$ cat src/trts_pkg.sv
/*
 Constants, register map and types for the token timing and service block.
 Assumes a 10 MHz pclk and a 32-bit APB register bus.
*/
`default_nettype none
package trts_pkg;
    // ****************************************
    // Timing
    // ****************************************
    localparam int CLK_NS = 100;
    localparam int TICK_NS = 80;
    localparam int TICK_RAW = (TICK_NS + CLK_NS - 1) / CLK_NS;
    localparam int TICK_CYC = (TICK_RAW < 1) ? 1 : TICK_RAW;
    localparam logic [3:0] TICK_LAST = 4'(TICK_CYC - 1);
    localparam logic [5:0] PRE_MAX = 6'h28;
    // ****************************************
    // Register map
    // ****************************************
    localparam logic [7:0] A_CTRL = 8'h00;
    localparam logic [7:0] A_NEGOTIATED_TARGET_VALUE = 8'h04;
    localparam logic [7:0] A_MAXIMUM_TIME_VALUE = 8'h08;
    localparam logic [7:0] A_REQUESTED_ROTATION_TIME = 8'h0C;
    localparam logic [7:0] A_ASYNC_PRIORITY_THRESHOLD = 8'h10;
    localparam logic [7:0] A_STAT = 8'h14;
    localparam logic [7:0] A_TRT = 8'h18;
    localparam logic [7:0] A_THT = 8'h1C;
    localparam int C_MRST = 0;
    localparam int C_INHR = 1;
    localparam int C_IPO = 2;
    localparam int C_FBCN = 3;
    localparam int C_CLRB = 4;
    localparam int C_CLRM = 5;
    localparam logic [31:0] NEGOTIATED_TARGET_VALUE_RST = 32'hFFFF_F000;
    localparam logic [31:0] MAXIMUM_TIME_VALUE_RST = 32'hFFFF_0000;
    localparam logic [31:0] REQUESTED_ROTATION_TIME_RST = 32'hFFFF_F000;
    localparam logic [31:0] ASYNC_PRIORITY_THRESHOLD_RST = 32'hFFFF_F800;
    // ****************************************
    // Types
    // ****************************************
    typedef enum logic [2:0] {ST_LISTEN = 3'b000, ST_CLAIM = 3'b001, ST_BEACON = 3'b010,
                              ST_OPER = 3'b011, ST_SERVE = 3'b100} trts_state_e;
    typedef enum logic [1:0] {CL_SYNC = 2'b00, CL_ASYNC = 2'b01, CL_APRI = 2'b10,
                              CL_IMM = 2'b11} trts_class_e;
    typedef enum logic [1:0] {CP_NRSTR = 2'b00, CP_RSTR = 2'b01, CP_ANY = 2'b10,
                              CP_NONE = 2'b11} trts_cap_e;
    typedef enum logic [2:0] {MD_REPEAT = 3'b000, MD_CLAIM = 3'b001, MD_BEACON = 3'b010,
                              MD_DATA = 3'b011, MD_VOID = 3'b100} trts_mode_e;
endpackage
`default_nettype wire

$ cat src/trts_core.sv
/*
 Token rotation and holding timers, claim and beacon recovery and service
 opportunity start and end for a ring engine, with an APB register slave.
 Assumes ring event inputs are one-cycle pulses synchronous to pclk.
*/
`timescale 1ns/1ps
`default_nettype none
module trts_core #(
    parameter int TW = 24
) (
    input wire logic pclk,
    input wire logic presetn,
    input wire logic psel,
    input wire logic penable,
    input wire logic pwrite,
    input wire logic [7:0] paddr,
    input wire logic [31:0] pwdata,
    output logic [31:0] prdata,
    output logic pready,
    output logic pslverr,
    input wire logic token_rcvd,
    input wire logic token_rstr,
    input wire logic tvx_expired,
    input wire logic claim_higher,
    input wire logic my_claim,
    input wire logic my_beacon,
    input wire logic beacon_rcvd,
    input wire logic mac_frame_rcvd,
    input wire logic req_valid,
    input wire trts_pkg::trts_class_e req_class,
    input wire trts_pkg::trts_cap_e req_capture,
    input wire logic req_issue_rstr,
    input wire logic req_tht_en,
    input wire logic req_done,
    input wire logic data_ready,
    input wire logic frame_active,
    input wire logic frame_done,
    output logic svc_start,
    output logic token_issue,
    output logic token_issue_rstr,
    output trts_pkg::trts_mode_e tx_mode,
    output logic ring_op,
    output logic late_flag,
    output logic recovery_req
);
    import trts_pkg::*;

    initial
    begin
        if (TW < 8 || TW > 32)
            $error("trts_core: TW must be 8 to 32");
    end

    typedef struct packed {
        trts_state_e st;
        trts_mode_e mode;
        logic [TW-1:0] rotation_timer;
        logic [TW-1:0] holding_timer;
        logic [TW-1:0] negotiated_target_value;
        logic [TW-1:0] maximum_time_value;
        logic [TW-1:0] requested_rotation_time;
        logic [TW-1:0] async_priority_threshold;
        logic [3:0] tick_cnt;
        logic [5:0] pre_cnt;
        logic [31:0] prdata;
        logic late, ring_op, rec_pend, rec_req, inhr, ipo, bcnr, macr, last_nr;
        logic cap_rstr, tht_en, apri, imm, svc_start, tok_issue, tok_rstr, pready, pslverr;
    } trts_st_s;

    trts_st_s r;
    trts_st_s next_r;
    logic tick, trt_exp, late_soon, tht_exp, wr, mrst_w, fbcn_w, ok, hit;
    logic [31:0] rd;

    // ****************************************
    // Decode and timer flags
    // ****************************************
    // The late test looks one count ahead so a token due to turn late is not used.
    assign tick = r.tick_cnt == TICK_LAST;
    assign trt_exp = tick && (r.rotation_timer == '1);
    assign late_soon = r.late || (r.rotation_timer == '1);
    assign tht_exp = r.holding_timer == '1;
    assign wr = psel && penable && pwrite && r.pready;
    assign mrst_w = wr && paddr == A_CTRL && pwdata[C_MRST];
    assign fbcn_w = wr && paddr == A_CTRL && pwdata[C_FBCN];

    // Capture criteria for a received token while the ring is operational.
    always_comb
    begin
        ok = 1'b0;
        unique case (req_class)
            CL_SYNC: ok = !r.bcnr;
            CL_ASYNC: ok = !late_soon && ((req_capture == CP_NRSTR && !token_rstr
                           && (!req_issue_rstr || (r.last_nr && !r.macr)))
                           || (req_capture == CP_RSTR && token_rstr && !r.macr));
            CL_APRI: ok = !late_soon && req_capture == CP_NRSTR && !token_rstr && r.holding_timer < r.async_priority_threshold;
            CL_IMM: ok = 1'b0;
        endcase
        ok = ok && req_valid;
    end

    // Read mux; unmapped addresses answer with an error.
    always_comb
    begin
        hit = 1'b1;
        rd = 32'h0000_0000;
        unique case (paddr)
            A_CTRL: rd = {29'h0, r.ipo, r.inhr, 1'b0};
            A_NEGOTIATED_TARGET_VALUE: rd = 32'(r.negotiated_target_value);
            A_MAXIMUM_TIME_VALUE: rd = 32'(r.maximum_time_value);
            A_REQUESTED_ROTATION_TIME: rd = 32'(r.requested_rotation_time);
            A_ASYNC_PRIORITY_THRESHOLD: rd = 32'(r.async_priority_threshold);
            A_STAT: rd = {24'h000000, r.st, r.macr, r.bcnr, r.rec_pend, r.late, r.ring_op};
            A_TRT: rd = 32'(r.rotation_timer);
            A_THT: rd = 32'(r.holding_timer);
            default: hit = 1'b0;
        endcase
    end

    // ****************************************
    // Next state
    // ****************************************
    always_comb
    begin
        next_r = r;
        next_r.svc_start = 1'b0;
        next_r.tok_issue = 1'b0;
        next_r.rec_req = 1'b0;
        next_r.pready = 1'b0;
        next_r.pslverr = 1'b0;
        next_r.tick_cnt = tick ? 4'h0 : r.tick_cnt + 4'h1;
        if (tick)
        begin
            next_r.rotation_timer = r.rotation_timer + 1'b1;
            if (r.st == ST_SERVE && r.tht_en && !tht_exp)
                next_r.holding_timer = r.holding_timer + 1'b1;
            if (r.rec_pend)
            begin
                // Deferred by one byte so slower stations expire first.
                next_r.rec_pend = 1'b0;
                next_r.rec_req = 1'b1;
                next_r.st = ST_CLAIM;
                next_r.ring_op = 1'b0;
            end
        end
        if (trt_exp)
        begin
            if (!r.ring_op)
            begin
                next_r.rotation_timer = r.maximum_time_value;
                if (r.st == ST_CLAIM)
                    next_r.st = ST_BEACON;
            end
            else if (!r.late)
            begin
                next_r.late = 1'b1;
                next_r.rotation_timer = r.negotiated_target_value;
            end
            else
            begin
                next_r.rotation_timer = r.maximum_time_value;
                next_r.rec_pend = !r.inhr;
            end
        end
        if (tvx_expired)
        begin
            next_r.st = ST_CLAIM;
            next_r.ring_op = 1'b0;
        end
        // Ring state machine.
        unique case (r.st)
            ST_LISTEN:
            begin
            end
            ST_CLAIM:
            begin
                if (claim_higher)
                    next_r.st = ST_LISTEN;
                else if (my_claim)
                begin
                    next_r.st = ST_OPER;
                    next_r.ring_op = 1'b1;
                    next_r.late = 1'b0;
                    next_r.negotiated_target_value = r.requested_rotation_time;
                    next_r.rotation_timer = r.requested_rotation_time;
                    next_r.tok_issue = 1'b1;
                    next_r.tok_rstr = 1'b0;
                    next_r.last_nr = 1'b1;
                end
            end
            ST_BEACON:
            begin
                if (my_beacon)
                    next_r.st = ST_CLAIM;
            end
            ST_OPER:
            begin
                if (token_rcvd && !trt_exp)
                begin
                    if (!r.late)
                        next_r.rotation_timer = r.negotiated_target_value;
                    else
                        next_r.late = 1'b0;
                    if (ok)
                    begin
                        next_r.st = ST_SERVE;
                        next_r.svc_start = 1'b1;
                        next_r.cap_rstr = token_rstr;
                        next_r.tht_en = req_tht_en && req_class != CL_SYNC;
                        next_r.apri = req_class == CL_APRI;
                        next_r.pre_cnt = 6'h00;
                    end
                end
            end
            ST_SERVE:
            begin
                if (frame_active)
                    next_r.pre_cnt = 6'h00;
                else if (tick && r.pre_cnt != 6'h3F)
                    next_r.pre_cnt = r.pre_cnt + 6'h01;
                if (frame_done && (req_done || !req_valid || (r.tht_en && tht_exp)
                    || (r.apri && !(r.holding_timer < r.async_priority_threshold))))
                begin
                    next_r.st = ST_OPER;
                    next_r.tok_issue = 1'b1;
                    next_r.tok_rstr = req_done ? req_issue_rstr : r.cap_rstr;
                    next_r.last_nr = !(req_done ? req_issue_rstr : r.cap_rstr);
                end
            end
        endcase
        // Holding timer shadows the rotation timer whenever no token is held.
        if (next_r.st != ST_SERVE && r.st != ST_SERVE)
            next_r.holding_timer = next_r.rotation_timer;
        // Immediate service from claim or beacon.
        next_r.imm = req_valid && req_class == CL_IMM && req_capture == CP_NONE
                     && (next_r.st == ST_CLAIM || next_r.st == ST_BEACON);
        if (next_r.imm && !r.imm)
            next_r.svc_start = 1'b1;
        // Register bus.
        if (psel && !penable)
        begin
            next_r.pready = 1'b1;
            next_r.prdata = rd;
            next_r.pslverr = !hit || (pwrite && (paddr == A_STAT || paddr == A_TRT || paddr == A_THT));
        end
        if (wr)
        begin
            unique case (paddr)
                A_CTRL:
                begin
                    next_r.inhr = pwdata[C_INHR];
                    next_r.ipo = pwdata[C_IPO];
                end
                A_NEGOTIATED_TARGET_VALUE: next_r.negotiated_target_value = pwdata[TW-1:0];
                A_MAXIMUM_TIME_VALUE: next_r.maximum_time_value = pwdata[TW-1:0];
                A_REQUESTED_ROTATION_TIME: next_r.requested_rotation_time = pwdata[TW-1:0];
                A_ASYNC_PRIORITY_THRESHOLD: next_r.async_priority_threshold = pwdata[TW-1:0];
                default:
                begin
                end
            endcase
        end
        // Status bits: a new event wins over a clear in the same cycle.
        next_r.bcnr = (r.bcnr && !(wr && paddr == A_CTRL && pwdata[C_CLRB])) || beacon_rcvd;
        next_r.macr = (r.macr && !(wr && paddr == A_CTRL && pwdata[C_CLRM])) || mac_frame_rcvd;
        if (fbcn_w)
        begin
            next_r.st = ST_BEACON;
            next_r.ring_op = 1'b0;
        end
        if (mrst_w)
        begin
            next_r.st = ST_LISTEN;
            next_r.ring_op = 1'b0;
            next_r.late = 1'b0;
            next_r.rec_pend = 1'b0;
            next_r.imm = 1'b0;
            next_r.rotation_timer = r.maximum_time_value;
            next_r.holding_timer = r.maximum_time_value;
        end
        // Transmit choice; in service without data and with ipo clear, a void keeps remote valid-transmission timers alive.
        unique case (next_r.st)
            ST_CLAIM: next_r.mode = (next_r.imm && data_ready) ? MD_DATA : MD_CLAIM;
            ST_BEACON: next_r.mode = (next_r.imm && data_ready) ? MD_DATA : MD_BEACON;
            ST_SERVE: next_r.mode = data_ready ? MD_DATA : (r.ipo ? MD_REPEAT : MD_VOID);
            default: next_r.mode = MD_REPEAT;
        endcase
    end

    // ****************************************
    // State register
    // ****************************************
    always_ff @(posedge pclk or negedge presetn)
    begin
        if (!presetn)
        begin
            r <= '0;
            r.negotiated_target_value <= NEGOTIATED_TARGET_VALUE_RST[TW-1:0];
            r.maximum_time_value <= MAXIMUM_TIME_VALUE_RST[TW-1:0];
            r.requested_rotation_time <= REQUESTED_ROTATION_TIME_RST[TW-1:0];
            r.async_priority_threshold <= ASYNC_PRIORITY_THRESHOLD_RST[TW-1:0];
            r.rotation_timer <= MAXIMUM_TIME_VALUE_RST[TW-1:0];
            r.holding_timer <= MAXIMUM_TIME_VALUE_RST[TW-1:0];
            r.last_nr <= 1'b1;
        end
        else
            r <= next_r;
    end

    assign prdata = r.prdata;
    assign pready = r.pready;
    assign pslverr = r.pslverr;
    assign svc_start = r.svc_start;
    assign token_issue = r.tok_issue;
    assign token_issue_rstr = r.tok_rstr;
    assign tx_mode = r.mode;
    assign ring_op = r.ring_op;
    assign late_flag = r.late;
    assign recovery_req = r.rec_req;

    // ****************************************
    // Assertions
    // ****************************************
    localparam int RQ_MAX = TICK_CYC + 1;
    logic quiet;
    logic [6:0] idle_cnt;
    assign quiet = !mrst_w && !fbcn_w && !tvx_expired && !r.rec_pend;
    always_ff @(posedge pclk or negedge presetn)
    begin
        if (!presetn)
            idle_cnt <= 7'h00;
        else if (r.st == ST_SERVE && r.mode == MD_REPEAT)
            idle_cnt <= idle_cnt + 7'h01;
        else
            idle_cnt <= 7'h00;
    end
endmodule
`default_nettype wire

$ cat config.mk
export PLATFORM = sky130hd
export DESIGN_NAME = trts_core
export DESIGN_NICKNAME = d
export VERILOG_FILES = /design/src/trts_pkg.sv /design/src/trts_core.sv
export SDC_FILE = /design/constraint.sdc
export NUM_CORES = 1
export LEC_CHECK = 0
export ABC_AREA = 1
export BUFFER_PORTS_ARGS = -buffer_cell sky130_fd_sc_hd__buf_2
export CORE_MARGIN = 2
export CORE_UTILIZATION = 37
export DETAILED_ROUTE_END_ITERATION = 8
export PLACE_DENSITY = 0.6
export SLEW_MARGIN = 5
export SYNTH_ARGS = -nofsm -noshare
export SYNTH_HDL_FRONTEND = slang
export SYNTH_SLANG_ARGS = --single-unit
$ cat constraint.sdc
create_clock -name pclk -period 5.3 [get_ports pclk]
set_input_delay 0.53 -clock pclk [delete_from_list [all_inputs] [get_ports pclk]]
set_output_delay 0.53 -clock pclk [all_outputs]
set_load 0.05 [all_outputs]
# --- Word level (Yosys, flattened, before mapping) ---
# Index checks and enable logic that the tools add are counted.
totals:
  regBits: 204
  latch_bits: 0
  ramBits: 0
  mem_bits_ro: 0
  in_bits: 64
  output_inout_bits: 43
  wordCells: 215
  memories: 0
classes:
  n_addsub: 3
  mul: 0
  div: 0
  order_cmp: 1
  n_eq_ne: 28
  shifts: 0
  mux: 75
  bitwise_logic: 0
  reduce_logical: 80
ops:
  columns: ["cell", "n"]
  rows:
  - ["$mux W24", 16]
  - ["$pmux W24 S8", 1]
  - ["$mux W48", 2]
  - ["$mux W96", 1]
  - ["$mux W3", 19]
  - ["$add A24 B1 Y24 const B", 2]
  - ["$eq A24 B24 Y1 const B", 2]
  - ["$pmux W24 S2", 1]
  - ["$logic_and A1 B1 Y1", 36]
  - ["$eq A8 B5 Y1 const B", 4]
  - ["$lt A24 B24 Y1", 1]
  - ["$mux W1", 21]
  - ["$eq A8 B4 Y1 const B", 2]
  - ["$logic_not A1 Y1", 16]
  - ["$mux W2", 7]
  - ["$eq A3 B2 Y1 const B", 4]
  - ["$logic_or A1 B1 Y1", 12]
  - ["$pmux W3 S4", 1]
  - ["$reduce_and A2 Y1", 5]
  - ["$eq A3 B1 Y1 const B", 3]
  - ["$pmux W3 S3", 1]
  - ["$eq A8 B3 Y1 const B", 1]
  - ["$logic_not A8 Y1", 1]
  - ["$reduce_or A8 Y1", 1]
  - ["16 further kinds", 27]

# --- Depth between registers and ports, before layout ---
# Gate-level depths: netlist of run 1.
depth:
  ltp_word: 18
  depth_mapped: 22
  mapped_depth_nobuf: 22

# --- Least setup slack after synthesis of run 1 ---
# OpenSTA, ideal clock, no wires.
synth_timing:
  path_type: "register -> register"
  start: "reg r[83] (netlist name)"
  end: "reg r[164] (netlist name)"
  setup_ns: 0.123
  arrival_time_ns: 2.258
  t_required_ns: 5.177
  slack_ns: 2.919
  path_stages_with_launch: 19
  n_path_buf: 1
  synth_period_minus_slack_ns: 2.381
  path_cell_list: "dfstp_2 inv_1 ha_1 a21o_1 nor2_1 nand2_1 a21oi_1 nand3_1 nand2_1 nand2_1 inv_2 nand2_4 nand2_2 nand2_2 nand2_4 nand2_4 buf_4 nor3_1 nor3_2"
synth_via:
  elab_chain_len: 11
  word_cells_on_any_way: 19
  cone_classes: "order compare: 1; eq/ne: 1; mux: 7; reduce/logical: 10"
synth_rtl:
  columns: ["item", "line", "text"]
  rows:
  - ["start, declared", "trts_core.sv:70", "trts_st_s r;"]
  - ["start signal, assigned", "trts_core.sv:307", "r <= next_r;"]
  - ["$lt A24 B24 Y1 *", "trts_core.sv:96, trts_core.sv:222", null]
  - ["$logic_and A1 B1 Y1 / $logic_not A1 Y1 (equally long branches)", "trts_core.sv:96, trts_core.sv:222", null]
  - ["$pmux W1 S4 / $logic_and A1 B1 Y1 (equally long branches)", "trts_core.sv:91, trts_core.sv:222", null]
  - ["$logic_and A1 B1 Y1 / $logic_or A1 B1 Y1 (equally long branches)", "trts_core.sv:99, trts_core.sv:222", null]
  - ["$mux W3 / $logic_and A1 B1 Y1 (equally long branches)", "trts_core.sv:204, trts_core.sv:221", null]
  - ["$mux W3 (on tied branches)", "trts_core.sv:198, trts_core.sv:221", null]
  - ["$pmux W3 S4 *", "trts_core.sv:171", "unique case (r.st)"]
  - ["$ne A3 B3 Y1 *", "trts_core.sv:232", "if (next_r.st != ST_SERVE && r.st != ST_SERVE)"]
  - ["$logic_and A1 B1 Y1 *", "trts_core.sv:232", null]
  - ["$reduce_bool A3 Y1 (no line) / $mux W24 (equally long branches)", null, null]
  - ["$reduce_and A2 Y1 (no line) / $mux W48 (equally long branches)", null, null]
# Mark *: on every way between the ends. The rest lies on a longest branch, timed or not.
# A chain may end at the register's enable or synchronous reset.

# --- Worst setup path after layout of run 1 ---
layout_timing:
  start: "reg r[79] (netlist name)"
  end: "reg r[157] (netlist name)"
# The elaborated chain is that of the path after synthesis.

==> results.yml, run 1 <==
run_status:
  status: "complete, no violations"
floorplanning:
  die_area_um2: 34600
  core_area_um2: 32500
  die-width_um: 186
  ioPinCount: 107
  rows: 66
  die_h_um: 186
  floorplan.initialDensity_pct: 37.7
clock_tree:
  post_cts_buffers: 0
  cts_buffers: 17
  clock_latency_ns: 0.46
  cts_hold_buf: 0
  cts_root_buf: "clkbuf_16"
  htree_num_levels: 4
  clkSlewWorstSetupHoldPaths_ns: 0.07
  cts_sinks: 196
  cts_resized: 0
  clockBufferDepth: 2
  cts_tree: "done"
synthesis:
  synth-edff-count: 0
  synth_compound_area_share_pct: 18.1
  syn_avg_cell_area_um2: 7.24
  synth_warnings: 0
  syn_inst: 1692
  synth-async-reset-ratio_pct: 100
  synth_fa_ha_area_share_pct: 2.76
  ys_seq_area_share_pct: 40.7
  synth_top_family_by_area: "simple AND/OR/NAND/NOR gates"
  yosys_most_used_dff: "dfrtp_1"
  yosys.area_share.simple_pct: 25.0
  synth_mux_area_share_pct: 0.0919
  yosys_register_bits: 196
  yosysUniqueCellTypes: 52
  synth_xor_area_share_pct: 1.57
  netlist_area_um2: 12300
global_routing:
  grt_max_degree: 111
  grtUsageTotal_pct: 25.8
  antenna_found_initial: 1
  grt_pass1_wl_um: 66100
  grt_pass1_vias: 10827
  grt_remaining_overflow: 0
critical_path:
  crit_path_start_kind: "register"
  r2r_start: "r[79]"
  crit_type: "register to register"
  critPathMaxFanout: 46
  arrival_ns: 3.94
  crit_top_cell: "nand2_1"
  r2r_cells: 18
  max_stage_delay_ns: 0.54
  end_kind: "register"
  crit_required_ns: 5.68
  r2r_setup_slack_ns: 1.74
  rr_endpoint: "r[157]"
  crit_chain: "inv_1, ha_1, a21oi_1, nand2_1, nand2_1, nand2_1, a21oi_1, nand3_1, nand2_1, nand2_1, inv_2, nand2_4, nand2_2, nand2_2, nand2_4, nand3_4, o21a_1, a21oi_1"
  crit_slowest_cell: "dfstp_2"
place:
  dpl.cell_count: 2144
  gp_routability_congestion: 0.989
  hpwl_um: 31600
  portBuffers: 89
timing:
  timing.hold.ws_ns: 0.122
  setup-tns-final_ns: 0
  period_needed_ns: 3.56
  tightest_slew_ns: 0.980
  min_period_over_period_pct: 67.3
  hold_violations: 0
  finalClockSkew_ns: 0.0156
  fmax_ghz: 0.281
  rsz0062_at_grt: "false"
  slew_violations: 0
  final-setup-viol-count: 0
  slew_headroom_pct: 34.5
power:
  p_comb_share_pct: 26.5
  vdd.ir_drop.worst_uv: 229
  intPower_mw: 2.57
  cellPowerDensity_nw_per_um2: 309
  seqPwrFrac_pct: 42.1
  switching_power_mw: 1.58
  power_frac_clock_pct: 31.4
  finalPower_mw: 4.15
  switching_share_pct: 38.1
  p_leak_nw: 6.42
routing:
  totalWireLength_um: 43400
  dr_wl_met2_um: 17200
  wl_met1_um: 20800
  drc: 0
  highest_layer: "met5"
  drtPass1Iterations: 7
  antenna_left: 0
  drt-initial-drc-count: 1226
  dr_total_vias: 11704
  routed_via_density: 5.38
  wl_met3_um: 4550
  wire_per_inst_um: 20.0
finish:
  final_common_cell: "nand2_1"
  fin_cells: 2176
  layout_common_cells: "nand2_1 (449), inv_1 (224), o21ai_0 (210)"
  drive_above_1_share_pct: 14.0
  area.growth.synth_to_final_pct: 9.64
  post-route-util_pct: 41.3
  fin_nets: 1812
  antenna_cells: 0
run:
  drv_cap: 0
min_path:
  min_path_type: "input port to async pin"
## worst max-delay path: cells and delay by family, from the launching register on
family / cells / cell delay (ns)
adders and majority gates: 1 / 0.33
and+or+nand+nor: 11 / 1.50
buffers and inverters: 2 / 0.19
DFF: 1 / 0.54
AOI/OAI and AO/OA: 4 / 0.92
## final cells by class
cell class	count	area (um^2)
Clock buffer	18	429
Clock inverter	14	138
Fill cell	3448	19100
Inverter	231	867
Multi-Input combinational cell	1167	5850
Sequential cell	196	4980
Tap cell	442	553
Timing Repair Buffer	108	609
## layer usage
metal,GRT usage (%),vias up
met5,1.19,-
met3,6.79,52
met1,39.8,5541
met2,34.5,561
li1,-,5546
met4,7.12,4
## how the worst max path moves through the flow
stage,from,endpoint,slack [ns],depth (start not counted)
after floorplan,r[83],r[164],2.92,18
after global placement,r[79],r[164],1.80,20
after detailed placement,r[79],r[164],1.76,18
after CTS,r[79],r[157],1.75,18
after global routing,r[79],r[157],1.43,18
final,r[79],r[157],1.74,18
## power groups by stage
stage | Clock (mW) | Sequential, mW | Combinational (mW)
3_3_place_gp | 0 | 1.77 | 1.07
6_report | 1.30 | 1.75 | 1.10
2_1_floorplan | 0 | 1.75 | 0.760
3_5_place_dp | 0 | 1.77 | 1.08
4_1_cts | 1.33 | 1.74 | 1.09
5_1_grt | 1.39 | 1.76 | 1.24
## registers in the layout, indices dropped and copies added, names as in the netlist
name / count
token_issue_rstr: 1
r: 161
prdata: 24
svc_start: 1
pready: 1
ring_op: 1
pslverr: 1
recovery_req: 1
tx_mode: 3
late_flag: 1
token_issue: 1
## cell usage after synthesis, types with 8 or more instances
cell | n | area, um^2
a21oi_1 | 43 | 215
nor3_1 | 28 | 140
o31ai_1 | 14 | 105
nand3_1 | 55 | 275
inv_1 | 224 | 841
dfstp_2 | 62 | 1630
buf_4 | 38 | 285
o211ai_1 | 18 | 135
nand4_1 | 10 | 62.6
ha_1 | 27 | 338
nand2_1 | 449 | 1690
o22ai_1 | 48 | 300
buf_2 | 12 | 60.1
a31oi_1 | 17 | 106
nor4_1 | 8 | 50.1
nand2_2 | 9 | 56.3
clkbuf_1 | 49 | 184
nor2_1 | 131 | 492
o221ai_1 | 12 | 105
xor2_1 | 21 | 184
dfrtp_1 | 134 | 3350
o21ai_0 | 210 | 1050
## logic make-up after synthesis
logic type / after synthesis
buf+inv: 336
other cells: 1
fa+ha+maj: 27
flops: 196
simple gates: 721
compound gates: 388
mux: 1
xor+xnor: 22
## per-stage QoR
step                instance area [um^2]  setup WS (ns)
floorplan                          12300           2.92
global placement                   12900           1.80
detailed placement                 12900           1.76
CTS                                13400           1.75
global route                       13400           1.43
finish                             13400           1.74
Note: power is estimated with default switching activity, not from simulation.
==> run 2: changes to the inputs <==
- clock period: 5.3 -> 3.65 ns (I/O delays scaled with it)
==> results.yml, run 2 (synthesized netlist as in run 1, its figures left out) <==
timing:
  slew_violations: 0
  worst_slack_ns: 0.468
  finalClockSkew_ns: 0.0158
  slew_headroom_pct: 40.4
  final-setup-viol-count: 0
  timing.hold.ws_ns: -0.000467
  rsz0062_at_grt: "false"
  tightest_slew_ns: 0.892
  period_needed_ns: 3.18
  min_period_over_period_pct: 87.2
  hold_violations: 1
  setup-tns-final_ns: 0
  fmax_ghz: 0.314
critical_path:
  arrival_ns: 3.53
  crit_path_start_kind: "register"
  max_stage_delay_ns: 0.53
  end_kind: "register"
  crit_slowest_cell: "dfstp_2"
  crit_top_cell: "nand2_1"
  critPathMaxFanout: 46
  crit_required_ns: 3.99
  crit_type: "register to register"
  crit_chain: "inv_1, ha_1, nand2_1, nor2_1, and2_1, nand2_1, nor2_1, nand2_1, nand3_1, nand2_1, nand2_1, inv_2, nand2_4, nand2_2, nand2_2, nand2_4, nand3_4, buf_4, nand2_1, a21oi_1, nor2_1"
finish:
  drive_above_1_share_pct: 14.8
  final_common_cell: "nand2_1"
  fin_cells: 2192
  fin_nets: 1828
  area.growth.synth_to_final_pct: 11.0
  layout_common_cells: "nand2_1 (449), inv_1 (224), o21ai_0 (210)"
  top_register: "r"
  largest_reg_flops: 161
  antenna_cells: 0
  finalInstanceArea_um2: 13600
  fillers: 3446
clock_tree:
  cts_sinks: 196
  cts_root_buf: "clkbuf_16"
  clock_latency_ns: 0.46
  cts_hold_buf: 0
  clockBufferDepth: 2
  post_cts_buffers: 0
  htree_num_levels: 4
  cts_buffers: 17
  cts_tree: "done"
  clkSlewWorstSetupHoldPaths_ns: 0.08
  cts_resized: 0
floorplanning:
  die-width_um: 186
  ioPinCount: 107
  floorplan.initialDensity_pct: 37.7
  rows: 66
  die_area_um2: 34600
  die_h_um: 186
  core_area_um2: 32500
routing:
  antenna_left: 0
  drt-initial-drc-count: 1355
  dr_total_vias: 11723
  drtPass1Iterations: 5
  drc: 0
  totalWireLength_um: 43000
  routed_via_density: 5.35
  wire_per_inst_um: 19.6
global_routing:
  antenna_found_initial: 0
  grtUsageTotal_pct: 25.3
  grt_pass1_wl_um: 65000
  grt_max_degree: 93
  grt_remaining_overflow: 0
  grt_pass1_vias: 10716
power:
  p_leak_nw: 6.52
  cellPowerDensity_nw_per_um2: 449
  switching_power_mw: 2.34
  switching_share_pct: 38.2
  vdd.ir_drop.worst_uv: 314
  p_comb_share_pct: 26.5
  intPower_mw: 3.77
  power_frac_clock_pct: 31.9
  seqPwrFrac_pct: 41.5
place:
  portBuffers: 89
  pre_cts_slack_ns: 0.485
  placedInstanceArea_um2: 13000
  gp_routability_congestion: 0.974
  dpl.cell_count: 2160
  hpwl_um: 32000
run_status:
  violations: "negative hold slack"
  status: "complete, but fails checks"
run:
  drv_cap: 0
min_path:
  min_path_type: "input port to async pin"
[run 2: changes by cell type in the layout (fill, tap and decap cells not counted)]
cell / before / now
buf_4: 18 / 32
clkinv_4: 6 / 0
inv_6: 4 / 9
clkinv_8: 1 / 4
buf_12: 1 / 3
inv_8: 3 / 1
clkbuf_1: 1 / 0
clkinv_1: 2 / 3
[run 2: cell type report]
cell class,count,area [um^2],area share (%)
Inverter,231,867,6.38
Multi-Input combinational cell,1167,5850,43.1
Tap cell,442,553,4.07
Clock buffer,17,425,3.13
Timing Repair Buffer,124,754,5.55
Clock inverter,15,159,1.17
Sequential cell,196,4980,36.6
[run 2: metrics by stage]
step / power, mW / utilization [%]
after floorplan: 3.64 / -
after detailed placement: 4.16 / 40.0
after global placement: 4.14 / 40.0
final: 6.11 / 41.8
after global routing: 6.45 / 41.8
after CTS: 6.11 / 41.8
[run 2: path summary, 6_finish.rpt]
path | to | from | slack (ns) | depth (start not counted)
worst max-delay path | r[170] | r[79] | 0.47 | 21
worst min-delay path | r[193] | presetn | -0.0005 | 1
worst max register to register | r[170] | r[79] | 0.47 | 21
worst min register to register | svc_start | r[5] | 0.45 | 1
max in group asynchronous | r[176] | presetn | 2.78 | 2
min in group pclk | r[11] | beacon_rcvd | 0.11 | 3
[run 2: power groups by stage]
stage | Clock [mW] | Combinational (mW) | Sequential (mW)
final | 1.95 | 1.62 | 2.54
after global routing | 2.08 | 1.82 | 2.55
after CTS | 1.99 | 1.60 | 2.53
after detailed placement | 0 | 1.59 | 2.56
after global placement | 0 | 1.58 | 2.56
after floorplan | 0 | 1.10 | 2.53
[run 2: worst max-delay path, delay by kind of cell (launching register included)]
kind | cells | cell delay [ns]
simple gates | 16 | 1.46
buf+inv | 3 | 0.59
flops | 1 | 0.53
fa+ha+maj | 1 | 0.32
compound gates | 1 | 0.15
[run 2: routing by layer]
metal,share of wire [%],global-route usage [%]
met2,40,33.4
met3,10,6.10
met1,48,40.1
met5,0,0
met4,1.9,7.09
